File: src/rtl/rbs_consts.vh
`ifndef RBS_CONSTS_VH
`define RBS_CONSTS_VH

// clock and timing, times in their own units
`define RBS_CLK_PERIOD_NS 100
`define RBS_RST_MIN_NS 50000
`define RBS_STRAP_HOLD_NS 2000000
`define RBS_EE_STABLE_NS 100000000
`define RBS_NOEE_STABLE_NS 10000000

// cycle counts: a least time rounds up, a longest time rounds down
`define RBS_RST_MIN_CYC ((`RBS_RST_MIN_NS + `RBS_CLK_PERIOD_NS - 1) / `RBS_CLK_PERIOD_NS)
`define RBS_STRAP_HOLD_CYC (`RBS_STRAP_HOLD_NS / `RBS_CLK_PERIOD_NS)
`define RBS_STRAP_SAMPLE_CYC (`RBS_STRAP_HOLD_CYC / 2)
`define RBS_EE_STABLE_CYC (`RBS_EE_STABLE_NS / `RBS_CLK_PERIOD_NS)
`define RBS_NOEE_STABLE_CYC (`RBS_NOEE_STABLE_NS / `RBS_CLK_PERIOD_NS)

// load attempts before the device halts
`define RBS_MAX_ATTEMPTS 2'h3

// host interface mode encodings
`define RBS_MODE_I2C_SLAVE 2'h0
`define RBS_MODE_EE_MASTER 2'h3

// register byte offsets
`define RBS_REG_HOST_IF_CFG 8'h00
`define RBS_REG_STATUS 8'h04
`define RBS_REG_STRAPS 8'h08
`define RBS_REG_CMD 8'h0C

// field positions
`define RBS_CMD_RELOAD_BIT 0
`define RBS_STS_ATT_LSB 8
`define RBS_STS_HALT_BIT 10
`define RBS_STS_SHORT_BIT 11
`define RBS_STS_LATE_BIT 12
`define RBS_STS_STABLE_BIT 13

// reset values
`define RBS_HOST_IF_CFG_RST 2'h0
`define RBS_ROLE_RST 1'h1

`endif

File: src/rtl/rbs_sequencer.v
// Function
// - straps held 2 ms after release; device samples them inside that window
// - with eeprom loading, clocks stable within 100 ms of release on first success
// - bad eeprom load retried at most twice; third failure halts the device
// - without eeprom loading, clocks stable within 10 ms of release
// - redundancy strap picks primary or secondary; high or open is the default
// - mode straps set host interface default: 00 slave, 11 eeprom master, others reserved
`include "rbs_consts.vh"

module rbs_sequencer #(
  parameter RST_MIN_CYC = `RBS_RST_MIN_CYC,
  parameter STRAP_SAMPLE_CYC = `RBS_STRAP_SAMPLE_CYC,
  parameter EE_STABLE_CYC = `RBS_EE_STABLE_CYC,
  parameter NOEE_STABLE_CYC = `RBS_NOEE_STABLE_CYC
) (
  // clock, reset, enable
  input wire ref_clk,
  input wire rstn,
  input wire ce,
  // board pins
  input wire reset_n_pin,
  input wire [2:0] osc_freq_strap,
  input wire [1:0] host_if_mode_strap,
  input wire [1:0] bus_addr_strap,
  input wire redundancy_role_strap,
  input wire framing_standard_strap,
  // eeprom loader and pll status, same clock
  input wire ee_load_done,
  input wire ee_load_err,
  input wire pll_locked,
  // register port
  input wire [7:0] reg_addr,
  input wire [31:0] reg_wdata,
  input wire reg_wr,
  input wire reg_rd,
  output reg [31:0] reg_rdata_q,
  // sequencer outputs
  output reg core_rst_n_q,
  output reg ee_load_start_q,
  output reg clk_out_en_q,
  output reg halted_q,
  output reg [2:0] osc_freq_q,
  output reg [1:0] bus_addr_q,
  output reg role_primary_q,
  output reg framing_q,
  output reg [1:0] host_if_cfg_q
);

  localparam [7:0] S_HOLD = 8'h01;
  localparam [7:0] S_STRAP = 8'h02;
  localparam [7:0] S_LOAD = 8'h04;
  localparam [7:0] S_WAIT_EE = 8'h08;
  localparam [7:0] S_LOCK = 8'h10;
  localparam [7:0] S_RUN = 8'h20;
  localparam [7:0] S_HALT = 8'h40;
  localparam [7:0] S_BADRST = 8'h80;

  // full-width copies, then cut to the counter widths on purpose
  localparam [31:0] RST_MIN_W = RST_MIN_CYC;
  localparam [31:0] STRAP_AT_W = STRAP_SAMPLE_CYC - 1;
  localparam [31:0] EE_LIMIT_W = EE_STABLE_CYC;
  localparam [31:0] NOEE_LIMIT_W = NOEE_STABLE_CYC;
  localparam [9:0] RST_MIN = RST_MIN_W[9:0];
  localparam [23:0] STRAP_AT = STRAP_AT_W[23:0];
  localparam [23:0] EE_LIMIT = EE_LIMIT_W[23:0];
  localparam [23:0] NOEE_LIMIT = NOEE_LIMIT_W[23:0];

  wire pin_s;
  wire [2:0] osc_s;
  wire [1:0] mode_s;
  wire [1:0] addr_s;
  wire role_s;
  wire frame_s;

  reg [7:0] state_q;
  reg [9:0] low_cnt_q;
  reg [23:0] cnt_q;
  reg [23:0] limit_q;
  reg [1:0] attempts_q;
  reg short_q;
  reg late_q;
  reg [31:0] rdata_d;

  // pin and straps pass two flops before any logic looks at them
  rbs_sync #(.W(10), .INIT(10'h000)) u_sync (
    .ref_clk(ref_clk),
    .rstn(rstn),
    .ce(ce),
    .d({reset_n_pin, osc_freq_strap, host_if_mode_strap, bus_addr_strap,
        redundancy_role_strap, framing_standard_strap}),
    .q({pin_s, osc_s, mode_s, addr_s, role_s, frame_s})
  );

  wire wr_cfg = reg_wr && (reg_addr == `RBS_REG_HOST_IF_CFG);
  wire reload = reg_wr && (reg_addr == `RBS_REG_CMD) && reg_wdata[`RBS_CMD_RELOAD_BIT];
  wire cnt_run = |(state_q & (S_STRAP | S_LOAD | S_WAIT_EE | S_LOCK));

  always @(posedge ref_clk or negedge rstn) begin
    if (!rstn) begin
      state_q <= S_HOLD;
      // power-on reset counts as a qualified reset
      low_cnt_q <= RST_MIN;
      cnt_q <= 24'h000000;
      limit_q <= 24'h000000;
      attempts_q <= 2'h0;
      short_q <= 1'b0;
      late_q <= 1'b0;
      core_rst_n_q <= 1'b0;
      ee_load_start_q <= 1'b0;
      clk_out_en_q <= 1'b0;
      halted_q <= 1'b0;
      osc_freq_q <= 3'h0;
      bus_addr_q <= 2'h0;
      role_primary_q <= `RBS_ROLE_RST;
      framing_q <= 1'b0;
      host_if_cfg_q <= `RBS_HOST_IF_CFG_RST;
    end else if (ce) begin
      if (wr_cfg)
        host_if_cfg_q <= reg_wdata[1:0];
      if (cnt_run && cnt_q != 24'hFFFFFF)
        cnt_q <= cnt_q + 24'h000001;
      if (!pin_s) begin
        // everything held while the pin is low; low time measured
        state_q <= S_HOLD;
        if (low_cnt_q != RST_MIN)
          low_cnt_q <= low_cnt_q + 10'h001;
        cnt_q <= 24'h000000;
        attempts_q <= 2'h0;
        late_q <= 1'b0;
        core_rst_n_q <= 1'b0;
        ee_load_start_q <= 1'b0;
        clk_out_en_q <= 1'b0;
        halted_q <= 1'b0;
      end else begin
        case (state_q)
          S_HOLD: begin
            low_cnt_q <= 10'h000;
            cnt_q <= 24'h000000;
            // the clock must run before release; a short pulse is no reset
            if (low_cnt_q == RST_MIN) begin
              state_q <= S_STRAP;
              short_q <= 1'b0;
              core_rst_n_q <= 1'b1;
            end else begin
              state_q <= S_BADRST;
              short_q <= 1'b1;
            end
          end
          S_STRAP: begin
            // sample halfway into the hold window
            if (cnt_q == STRAP_AT) begin
              osc_freq_q <= osc_s;
              bus_addr_q <= addr_s;
              role_primary_q <= role_s;
              framing_q <= frame_s;
              host_if_cfg_q <= mode_s;
              if (mode_s == `RBS_MODE_EE_MASTER) begin
                state_q <= S_LOAD;
                limit_q <= EE_LIMIT;
              end else begin
                state_q <= S_LOCK;
                limit_q <= NOEE_LIMIT;
              end
            end
          end
          S_LOAD: begin
            ee_load_start_q <= 1'b1;
            attempts_q <= attempts_q + 2'h1;
            state_q <= S_WAIT_EE;
          end
          S_WAIT_EE: begin
            ee_load_start_q <= 1'b0;
            // a hung load counts as a bad read once its bound has passed
            if ((ee_load_done && ee_load_err) || cnt_q >= limit_q) begin
              if (attempts_q == `RBS_MAX_ATTEMPTS) begin
                state_q <= S_HALT;
                halted_q <= 1'b1;
              end else begin
                state_q <= S_LOAD;
                limit_q <= limit_q + EE_LIMIT;
              end
            end else if (ee_load_done) begin
              state_q <= S_LOCK;
            end
          end
          S_LOCK: begin
            // outputs come up by the bound even without lock
            if (pll_locked || cnt_q >= limit_q) begin
              clk_out_en_q <= 1'b1;
              late_q <= !pll_locked;
              state_q <= S_RUN;
            end
          end
          S_RUN: begin
            if (reload && host_if_cfg_q == `RBS_MODE_EE_MASTER) begin
              state_q <= S_LOAD;
              attempts_q <= 2'h0;
              cnt_q <= 24'h000000;
              limit_q <= EE_LIMIT;
              clk_out_en_q <= 1'b0;
              late_q <= 1'b0;
            end
          end
          S_HALT: begin
            halted_q <= 1'b1;
          end
          S_BADRST: begin
            // waits for a proper low pulse on the pin
            state_q <= S_BADRST;
          end
          default: begin
            state_q <= S_HOLD;
          end
        endcase
      end
    end
  end

  // register read mux
  always @* begin
    rdata_d = 32'h00000000;
    case (reg_addr)
      `RBS_REG_HOST_IF_CFG: rdata_d[1:0] = host_if_cfg_q;
      `RBS_REG_STATUS: begin
        rdata_d[7:0] = state_q;
        rdata_d[`RBS_STS_ATT_LSB+1:`RBS_STS_ATT_LSB] = attempts_q;
        rdata_d[`RBS_STS_HALT_BIT] = halted_q;
        rdata_d[`RBS_STS_SHORT_BIT] = short_q;
        rdata_d[`RBS_STS_LATE_BIT] = late_q;
        rdata_d[`RBS_STS_STABLE_BIT] = clk_out_en_q;
      end
      `RBS_REG_STRAPS: rdata_d[9:0] = {framing_q, role_primary_q, bus_addr_q,
                                       host_if_cfg_q, osc_freq_q, 1'b0};
      default: rdata_d = 32'h00000000;
    endcase
  end

  // read data stand only in the cycle after the strobe
  always @(posedge ref_clk or negedge rstn) begin
    if (!rstn)
      reg_rdata_q <= 32'h00000000;
    else if (ce)
      reg_rdata_q <= reg_rd ? rdata_d : 32'h00000000;
  end

endmodule

File: src/rtl/rbs_sync.v
module rbs_sync #(
  parameter W = 1,
  parameter [W-1:0] INIT = {W{1'b0}}
) (
  // clock and reset
  input wire ref_clk,
  input wire rstn,
  input wire ce,
  // data
  input wire [W-1:0] d,
  output wire [W-1:0] q
);

  genvar i;
  generate
    for (i = 0; i < W; i = i + 1) begin : g_bit
      reg meta_q;
      reg sync_q;
      always @(posedge ref_clk or negedge rstn) begin
        if (!rstn) begin
          meta_q <= INIT[i];
          sync_q <= INIT[i];
        end else if (ce) begin
          meta_q <= d[i];
          sync_q <= meta_q;
        end
      end
      assign q[i] = sync_q;
    end
  endgenerate

endmodule

File: config.mk
export PLATFORM = sky130hd
export DESIGN_NAME = rbs_sequencer
export DESIGN_NICKNAME = d
export VERILOG_FILES = /design/src/rtl/rbs_sequencer.v /design/src/rtl/rbs_sync.v
export VERILOG_INCLUDE_DIRS = /design/src /design/src/rtl
export SDC_FILE = /design/constraint.sdc
export NUM_CORES = 1
export LEC_CHECK = 0
export BUFFER_PORTS_ARGS = -buffer_cell sky130_fd_sc_hd__buf_2
export CORE_MARGIN = 2
export CORE_UTILIZATION = 51
export CTS_CLUSTER_SIZE = 25
export DETAILED_ROUTE_END_ITERATION = 8
export PLACE_DENSITY = 0.76
export SLEW_MARGIN = 20
export SYNTH_ARGS = -nofsm -noshare
export SYNTH_HDL_FRONTEND = slang
export SYNTH_HIERARCHICAL = 1
export SYNTH_SLANG_ARGS = --single-unit
export TNS_END_PERCENT = 1
File: constraint.sdc
create_clock -name ref_clk -period 2.5 [get_ports ref_clk]
set_input_delay 0.375 -clock ref_clk [delete_from_list [all_inputs] [get_ports ref_clk]]
set_output_delay 0.375 -clock ref_clk [all_outputs]
set_load 0.01 [all_outputs]
==> flow_summary.yaml, run 1 <==
status:
  outcome: "complete, but fails checks"
  violations: "negative setup slack"
clock_network:
  cts_root_buffer: "clkbuf_16"
  cts_made_buffers: 9
  clkSinkCount: 112
  ctsHoldBuffers: 0
  cts_tree: "yes"
  htreeDepth: 3
  clockBufferDepth: 2
  cts.clk_slew.worst_paths_ns: 0.08
  clock_latency_ns: 0.36
layout:
  post-route-cell-area_mm2: 0.008198
  drive_gt1_share_pct: 32.02
  nets: 893
  n_antenna_cell: 0
  synthToLayoutAreaGrowth_pct: 24.11
  multi_input_area_mm2: 0.003636
  n_fill_cell: 972
  seq_area_mm2: 0.002814
synth:
  synth_cell_types: 73
  synthCells: 682
  async_flop_share_pct: 100.0
  synth_top_area_share_pct: 39.40
  synth_edf_count: 0
  syn_avg_cell_area_um2: 9.685
  yosys-top-cells-area: "dfrtp_1 (39%), ha_1 (4.7%), mux2_4 (4.5%)"
  synth_top_area_cell: "dfrtp_1"
  syn-cell-area_mm2: 0.006605
  ys_seq_elements: 112
  yosys_warnings: 6
  yosysSeqAreaShare_pct: 42.58
  synthFlopType: "dfrtp_1"
pwr:
  ir_drop_uv: 363.2
  powerDensity_mw_per_mm2: 508.7
  switching_share_pct: 27.82
  combPwrFrac_pct: 15.8
  power.switching_mw: 1.160
  p_clk_share_pct: 36.5
  power.internal_mw: 3.011
  sequentialPowerShare_pct: 47.7
  p_leak_nw: 3.758
place:
  portBuffers: 54
  pre_cts_slack_ns: -0.1424
  dpl.hpwl_um: 12670
  place_area_mm2: 0.007635
  gp_congestion: 0.9354
drt:
  viasPerCell: 6.010
  post_drt_wl_per_cell_um: 17.85
  dr.pass1.iters: 5
  antenna_left: 0
  vias: 5932
  route.detailed.drc: 0
  drt-initial-drc-count: 457
  wl_um: 17620
floorplan:
  dieArea_mm2: 0.01388
  pin_count: 103
  start_util_pct: 52.34
  rows: 41
  die_x_um: 117.8
  die_y_um: 117.8
  core_region_area_mm2: 0.01262
timing:
  rsz0062_at_grt: "yes"
  hold_viol: 0
  fmax_mhz: 373.2
  skew_ns: 0.007305
  setup_ws_ns: -0.1798
  worstMarginPinSlew_ns: 0.6495
  relSlewSlack_pct: 56.25
  fin_crit_ns: 2.680
  setup_violations: 18
  slew_viol_final: 0
  fin_crit_sh_pct: 107.2
grt:
  overflow: 0
  grt_use_total_pct: 25.44
  first_global_vias: 5853
  grt_pass1_wl_um: 28570
  antenna_found_initial: 0
  grt_max_degree: 56
critical_path:
  crit_fanout: 9
  critPathCaptureType: "register"
  crit_end: "limit_q[15]$_DFFE_PN0P_"
  r2r_start: "limit_q[13]$_DFFE_PN0P_"
  startpoint: "limit_q[13]$_DFFE_PN0P_"
  cp_data_arrival_time_ns: 2.92
  worst_ep_required_time_ns: 2.74
  rrSetupSlack_ns: -0.18
  critPathKind: "register to register"
  critPathLaunchType: "register"
  rr_worst_depth: 10
  timing.rr.end: "limit_q[15]$_DFFE_PN0P_"
flow_run:
  max_cap_violations: 0
hold_path:
  hold_path_class: "input port to asynchronous set/reset pin"
layout by cell type (no fill, tap or decap), drive strengths merged, types with 4 or more instances in the layout:
cell type  Yosys  final
buf           34    156
and4           4      4
nand4         16     16
dfrtp        104    104
or4            9      9
nor2          48     48
a21o           6      6
or3           12     12
a22o           4      4
ha            25     25
o21ai         51     51
inv           33     35
xor2           6      6
mux2          34     34
and3          10     10
nor4          13     13
a31oi         14     14
conb           1     18
nand2         40     40
a21oi         46     46
clkbuf        22     10
dfstp          8      8
o31ai         16     16
xnor2          5      5
nand3         29     29
nor3           7      7
a22oi          8      8
and2           6      6
o2bb2ai       14     14
timing repair:
action                                  in CTS  in global routing
hold endpoints to repair                     0                  0
pin swaps                                    2                  7
resized for setup                           11                 35
endpoints found under the setup margin      26                 44
setup buffers                                0                  3
metal layers:
layer / GRT usage [%] / part of all wire [%] / up-vias
li1: - / - / 2757
met1: 32.32 / 44 / 2912
met2: 42.55 / 48 / 226
met3: 4.360 / 5.7 / 37
met4: 11.52 / 2.7 / 0
met5: 0 / 0 / -
synth_stat cells (3+ instances only):
library cell and n:
xor2_1 6, mux2_4 20, xnor2_1 5, a22oi_1 8, and4_1 4, and3_1 10
mux2_1 4, o2bb2ai_1 14, nand4_1 16, a21oi_1 46, ha_1 25, nor2_1 48
and4b_1 3, and2_1 6, nand2_1 40, clkbuf_1 21, nand4b_1 3, nor2b_1 3
o31ai_1 16, nand3_1 29, buf_2 4, inv_1 32, o211ai_1 3, a22o_1 4
dfrtp_1 104, o31a_1 3, nor4b_1 3, dfstp_2 8, mux2_2 10, a21o_1 6
nor3_1 7, o21ai_0 43, or3_1 11, a31oi_1 13, o21ai_1 7, a41o_1 3
buf_4 28, nor4_1 10, or4_1 9
power groups by stage:
stage	clock (mW)	sequential, mW	combinational [mW]
6_report	1.52	1.99	0.659
5_1_grt	1.60	2.00	0.723
4_1_cts	1.54	1.99	0.652
3_5_place_dp	0	2.02	0.647
3_3_place_gp	0	2.02	0.629
2_1_floorplan	0	2.00	0.468
kinds of logic (layout without fill, tap and decap cells):
| logic type | count (synthesis) | in the layout | share of synthesized area (%) |
|---|---|---|---|
| other | 1 | 18 | 0.05677 |
| XOR/XNOR | 11 | 11 | 1.459 |
| multiplexers | 35 | 35 | 7.085 |
| AND/OR/NAND/NOR | 215 | 215 | 17.75 |
| flip-flops | 112 | 112 | 42.58 |
| adder cells (fa/ha/maj) | 25 | 25 | 4.736 |
| buffers and inverters | 89 | 205 | 6.971 |
| AO/OA/AOI/OAI | 194 | 194 | 19.36 |
final cells by class:
| cell class | instances | area share [%] |
|---|---|---|
| clock inverters | 6 | 0.9005 |
| inverters | 33 | 1.511 |
| multi-input cells | 498 | 44.35 |
| clock buffers | 10 | 2.915 |
| flip-flops and latches | 112 | 34.33 |
| repair buffers | 156 | 13.37 |
| well taps | 172 | 2.625 |
critical path, stage by stage (launching register included):
cell and delay (ns):
dfrtp_1 0.36, inv_1 0.07, ha_1 0.32, a21oi_1 0.24, o21ai_1 0.15, a211oi_4 0.36, o311ai_4 0.15, buf_4 0.19
and2_1 0.18, a31o_2 0.24, a221o_1 0.30
per-stage QoR:
stage	utilization, %	total power [mW]	setup TNS [ns]	std cells	hold WS, ns
after floorplan	-	2.472	-0.3059	699	0.07941
after global placement	60.50	2.646	-0.7484	968	0.4029
after detailed placement	60.50	2.669	-1.885	968	0.4019
after CTS	63.47	4.181	-0.8930	984	0.02521
after global routing	64.96	4.321	-3.765	987	0.06056
final	64.96	4.171	-1.647	987	0.008103
sequential cells by signal (all words and copies together), names as in the netlist, 2 cells and up:
name,flops
osc_freq_q,3
reg_rdata_q,14
u_sync/g_bit.meta_q,10
state_q,8
host_if_cfg_q,2
limit_q,19
bus_addr_q,2
attempts_q,2
low_cnt_q,10
u_sync/g_bit.sync_q,10
cnt_q,24
worst min path at each step:
stage                                end  depth (start not counted)
6_report          limit_q[6]$_DFFE_PN0P_                          1
5_1_grt             cnt_q[4]$_DFFE_PN0P_                          1
4_1_cts           limit_q[8]$_DFFE_PN0P_                          1
3_5_place_dp      limit_q[6]$_DFFE_PN0P_                          1
2_1_floorplan  attempts_q[0]$_DFFE_PN0P_                          0
3_3_place_gp     limit_q[15]$_DFFE_PN0P_                          1
(Power assumes the default switching activity.)
==> run 2: changes to the inputs <==
--- a/config.mk
+++ b/config.mk
@@ -6,12 +6,13 @@
 export SDC_FILE = /design/constraint.sdc
 export NUM_CORES = 1
 export LEC_CHECK = 0
-export BUFFER_PORTS_ARGS = -buffer_cell sky130_fd_sc_hd__buf_2
 export CORE_MARGIN = 2
 export CORE_UTILIZATION = 51
 export CTS_CLUSTER_SIZE = 25
 export DETAILED_ROUTE_END_ITERATION = 8
-export PLACE_DENSITY = 0.76
+export DONT_BUFFER_PORTS = 1
+export PLACE_DENSITY = 0.69
+export SKIP_LAST_GASP = 1
 export SLEW_MARGIN = 20
 export SYNTH_ARGS = -nofsm -noshare
 export SYNTH_HDL_FRONTEND = slang
==> run 2 against run 1 <==
Maximum frequency increased by 2.2%. Count of clock-buffer cells in the layout unchanged. Clock skew increased by 0.0022 ns. Sequential cell count unchanged. The flow finishes with violations (negative hold slack, negative setup slack). Critical endpoint is now limit_q[23]$_DFFE_PN0P_.
==> flow_summary.yaml, run 2 (synthesis results as in run 1) <==
status:
  outcome: "complete, but fails checks"
  violations: "negative hold slack, negative setup slack"
drt:
  post_drt_wl_per_cell_um: 18.66
  dr.pass1.iters: 7
  route.detailed.drc: 0
  drt-initial-drc-count: 480
  vias: 5678
  viasPerCell: 6.105
  antenna_left: 0
  wl_um: 17360
layout:
  n_antenna_cell: 0
  fin_cells: 930
  top_register: "cnt_q"
  reg_top3: "cnt_q (24), limit_q (19), reg_rdata_q (14)"
  final_cell_mix: "dfrtp_1 (104), buf_4 (96), nor2_1 (47), o21ai_0 (41)"
  nets: 836
  n_fill_cell: 1063
  drive_gt1_share_pct: 24.80
  largest_reg_flops: 24
  synthToLayoutAreaGrowth_pct: 17.22
  final_common_cell: "dfrtp_1"
grt:
  first_global_vias: 5670
  grt_use_total_pct: 25.42
  grt_max_degree: 113
  antenna_found_initial: 0
  overflow: 0
  grt_pass1_wl_um: 28660
clock_network:
  cts_made_buffers: 9
  cts_tree: "yes"
  htreeDepth: 3
  clkSinkCount: 112
  cts.clk_slew.worst_paths_ns: 0.08
  clockBufferDepth: 2
  clock_latency_ns: 0.35
  cts_root_buffer: "clkbuf_16"
floorplan:
  start_util_pct: 52.34
  die_x_um: 117.8
  rows: 41
  dieArea_mm2: 0.01388
  pin_count: 103
  core_region_area_mm2: 0.01262
  die_y_um: 117.8
place:
  gp_congestion: 0.9433
  portBuffers: 0
  placedCellCount: 911
  dpl.hpwl_um: 12580
pwr:
  powerDensity_mw_per_mm2: 509.2
  combPwrFrac_pct: 14.2
  power.internal_mw: 2.850
  power.switching_mw: 1.092
  p_leak_nw: 3.450
  ir_drop_uv: 392.9
  switching_share_pct: 27.70
  p_clk_share_pct: 35.2
  sequentialPowerShare_pct: 50.6
  finalPower_mw: 3.942
timing:
  relSlewSlack_pct: 52.22
  fmax_mhz: 381.4
  slew_viol_final: 0
  fin_crit_ns: 2.622
  worstMarginPinSlew_ns: 0.7102
  setup_violations: 14
  rsz0062_at_grt: "yes"
  hold_viol: 112
  setup_ws_ns: -0.1221
  whs_ns: -0.2926
  fin_crit_sh_pct: 104.9
  skew_ns: 0.009552
critical_path:
  worst_ep_required_time_ns: 2.79
  critPathCaptureType: "register"
  cp_data_arrival_time_ns: 2.91
  rr_worst_depth: 7
  critPathLaunchType: "register"
  crit_fanout: 3
  critPathKind: "register to register"
flow_run:
  max_cap_violations: 0
hold_path:
  hold_path_class: "input port to asynchronous set/reset pin"
[run 2: changes by cell type in the layout (fill, tap and decap cells not counted), sizes merged]
cell,before,now
buf,156,99
clkinv,1,2
inv,35,36
clkinvlp,2,1
bufinv,1,0
[run 2: critical path, stage by stage, from the launching register on]
cell     delay (ns)
dfrtp_1        0.43
or3_1          0.41
or3_4          0.41
o21ai_2        0.14
nand4_1        0.24
or3_4          0.40
or4_1          0.42
nand2_1        0.10
[run 2: path summary, 6_finish.rpt]
kind	startpoint	to	slack (ns)
worst max register to register	cnt_q[5]$_DFFE_PN0P_	limit_q[23]$_DFFE_PN0P_	-0.12
worst min-delay path	rstn	state_q[7]$_DFFE_PN0P_	-0.29
min in group ref_clk	ce	host_if_cfg_q[0]$_DFFE_PN0P_	0.10
max in group asynchronous	rstn	role_primary_q$_DFFE_PN1P_	2.53
worst min register to register	late_q$_DFFE_PN0P_	late_q$_DFFE_PN0P_	0.50
worst max-delay path	cnt_q[5]$_DFFE_PN0P_	limit_q[23]$_DFFE_PN0P_	-0.12
[run 2: area by class of cell]
| class | count | area, um^2 | share of cell area (%) |
|---|---|---|---|
| well taps | 172 | 215.2 | 2.780 |
| flip-flops and latches | 112 | 2813 | 36.33 |
| clock inverters | 6 | 50.05 | 0.6464 |
| multi-input cells | 498 | 3557 | 45.94 |
| inverters | 33 | 123.9 | 1.600 |
| clock buffers | 10 | 229.0 | 2.957 |
| repair buffers | 99 | 754.5 | 9.745 |
[run 2: timing repair]
action,in CTS,in global routing
endpoints found under the hold margin,112,112
resized for setup,1,27
setup endpoints to repair,22,51
buffers inserted,0,3
pin swaps,0,10
[run 2: routing by layer]
metal  vias up  global-route usage [%]  wire [um]
met5         -                       0          0
met4         0                   9.413        306
met3        22                   4.603       1042
met2       210                   43.13       8520
met1      2803                   32.47       7488
li1       2643                       -          -
[run 2: power by group through the flow]
stage / Combinational, mW / Clock (mW) / Sequential, mW
final: 0.561 / 1.39 / 1.99
after global routing: 0.608 / 1.48 / 2.01
after CTS: 0.555 / 1.41 / 1.99
after detailed placement: 0.551 / 0 / 2.03
after global placement: 0.531 / 0 / 2.02
after floorplan: 0.468 / 0 / 2.00
[run 2: stage by stage]
stage	instance area [um^2]	TNS (ns)	util, %	setup WS (ns)
final	7742	-0.9984	61.35	-0.1221
after global placement	7289	-0.2301	57.76	-0.09346
after CTS	7575	-1.055	60.02	-0.1255
after global routing	7742	-4.575	61.35	-0.2151
after detailed placement	7289	-1.061	57.76	-0.1862
after floorplan	6691	-0.3059	-	-0.06321
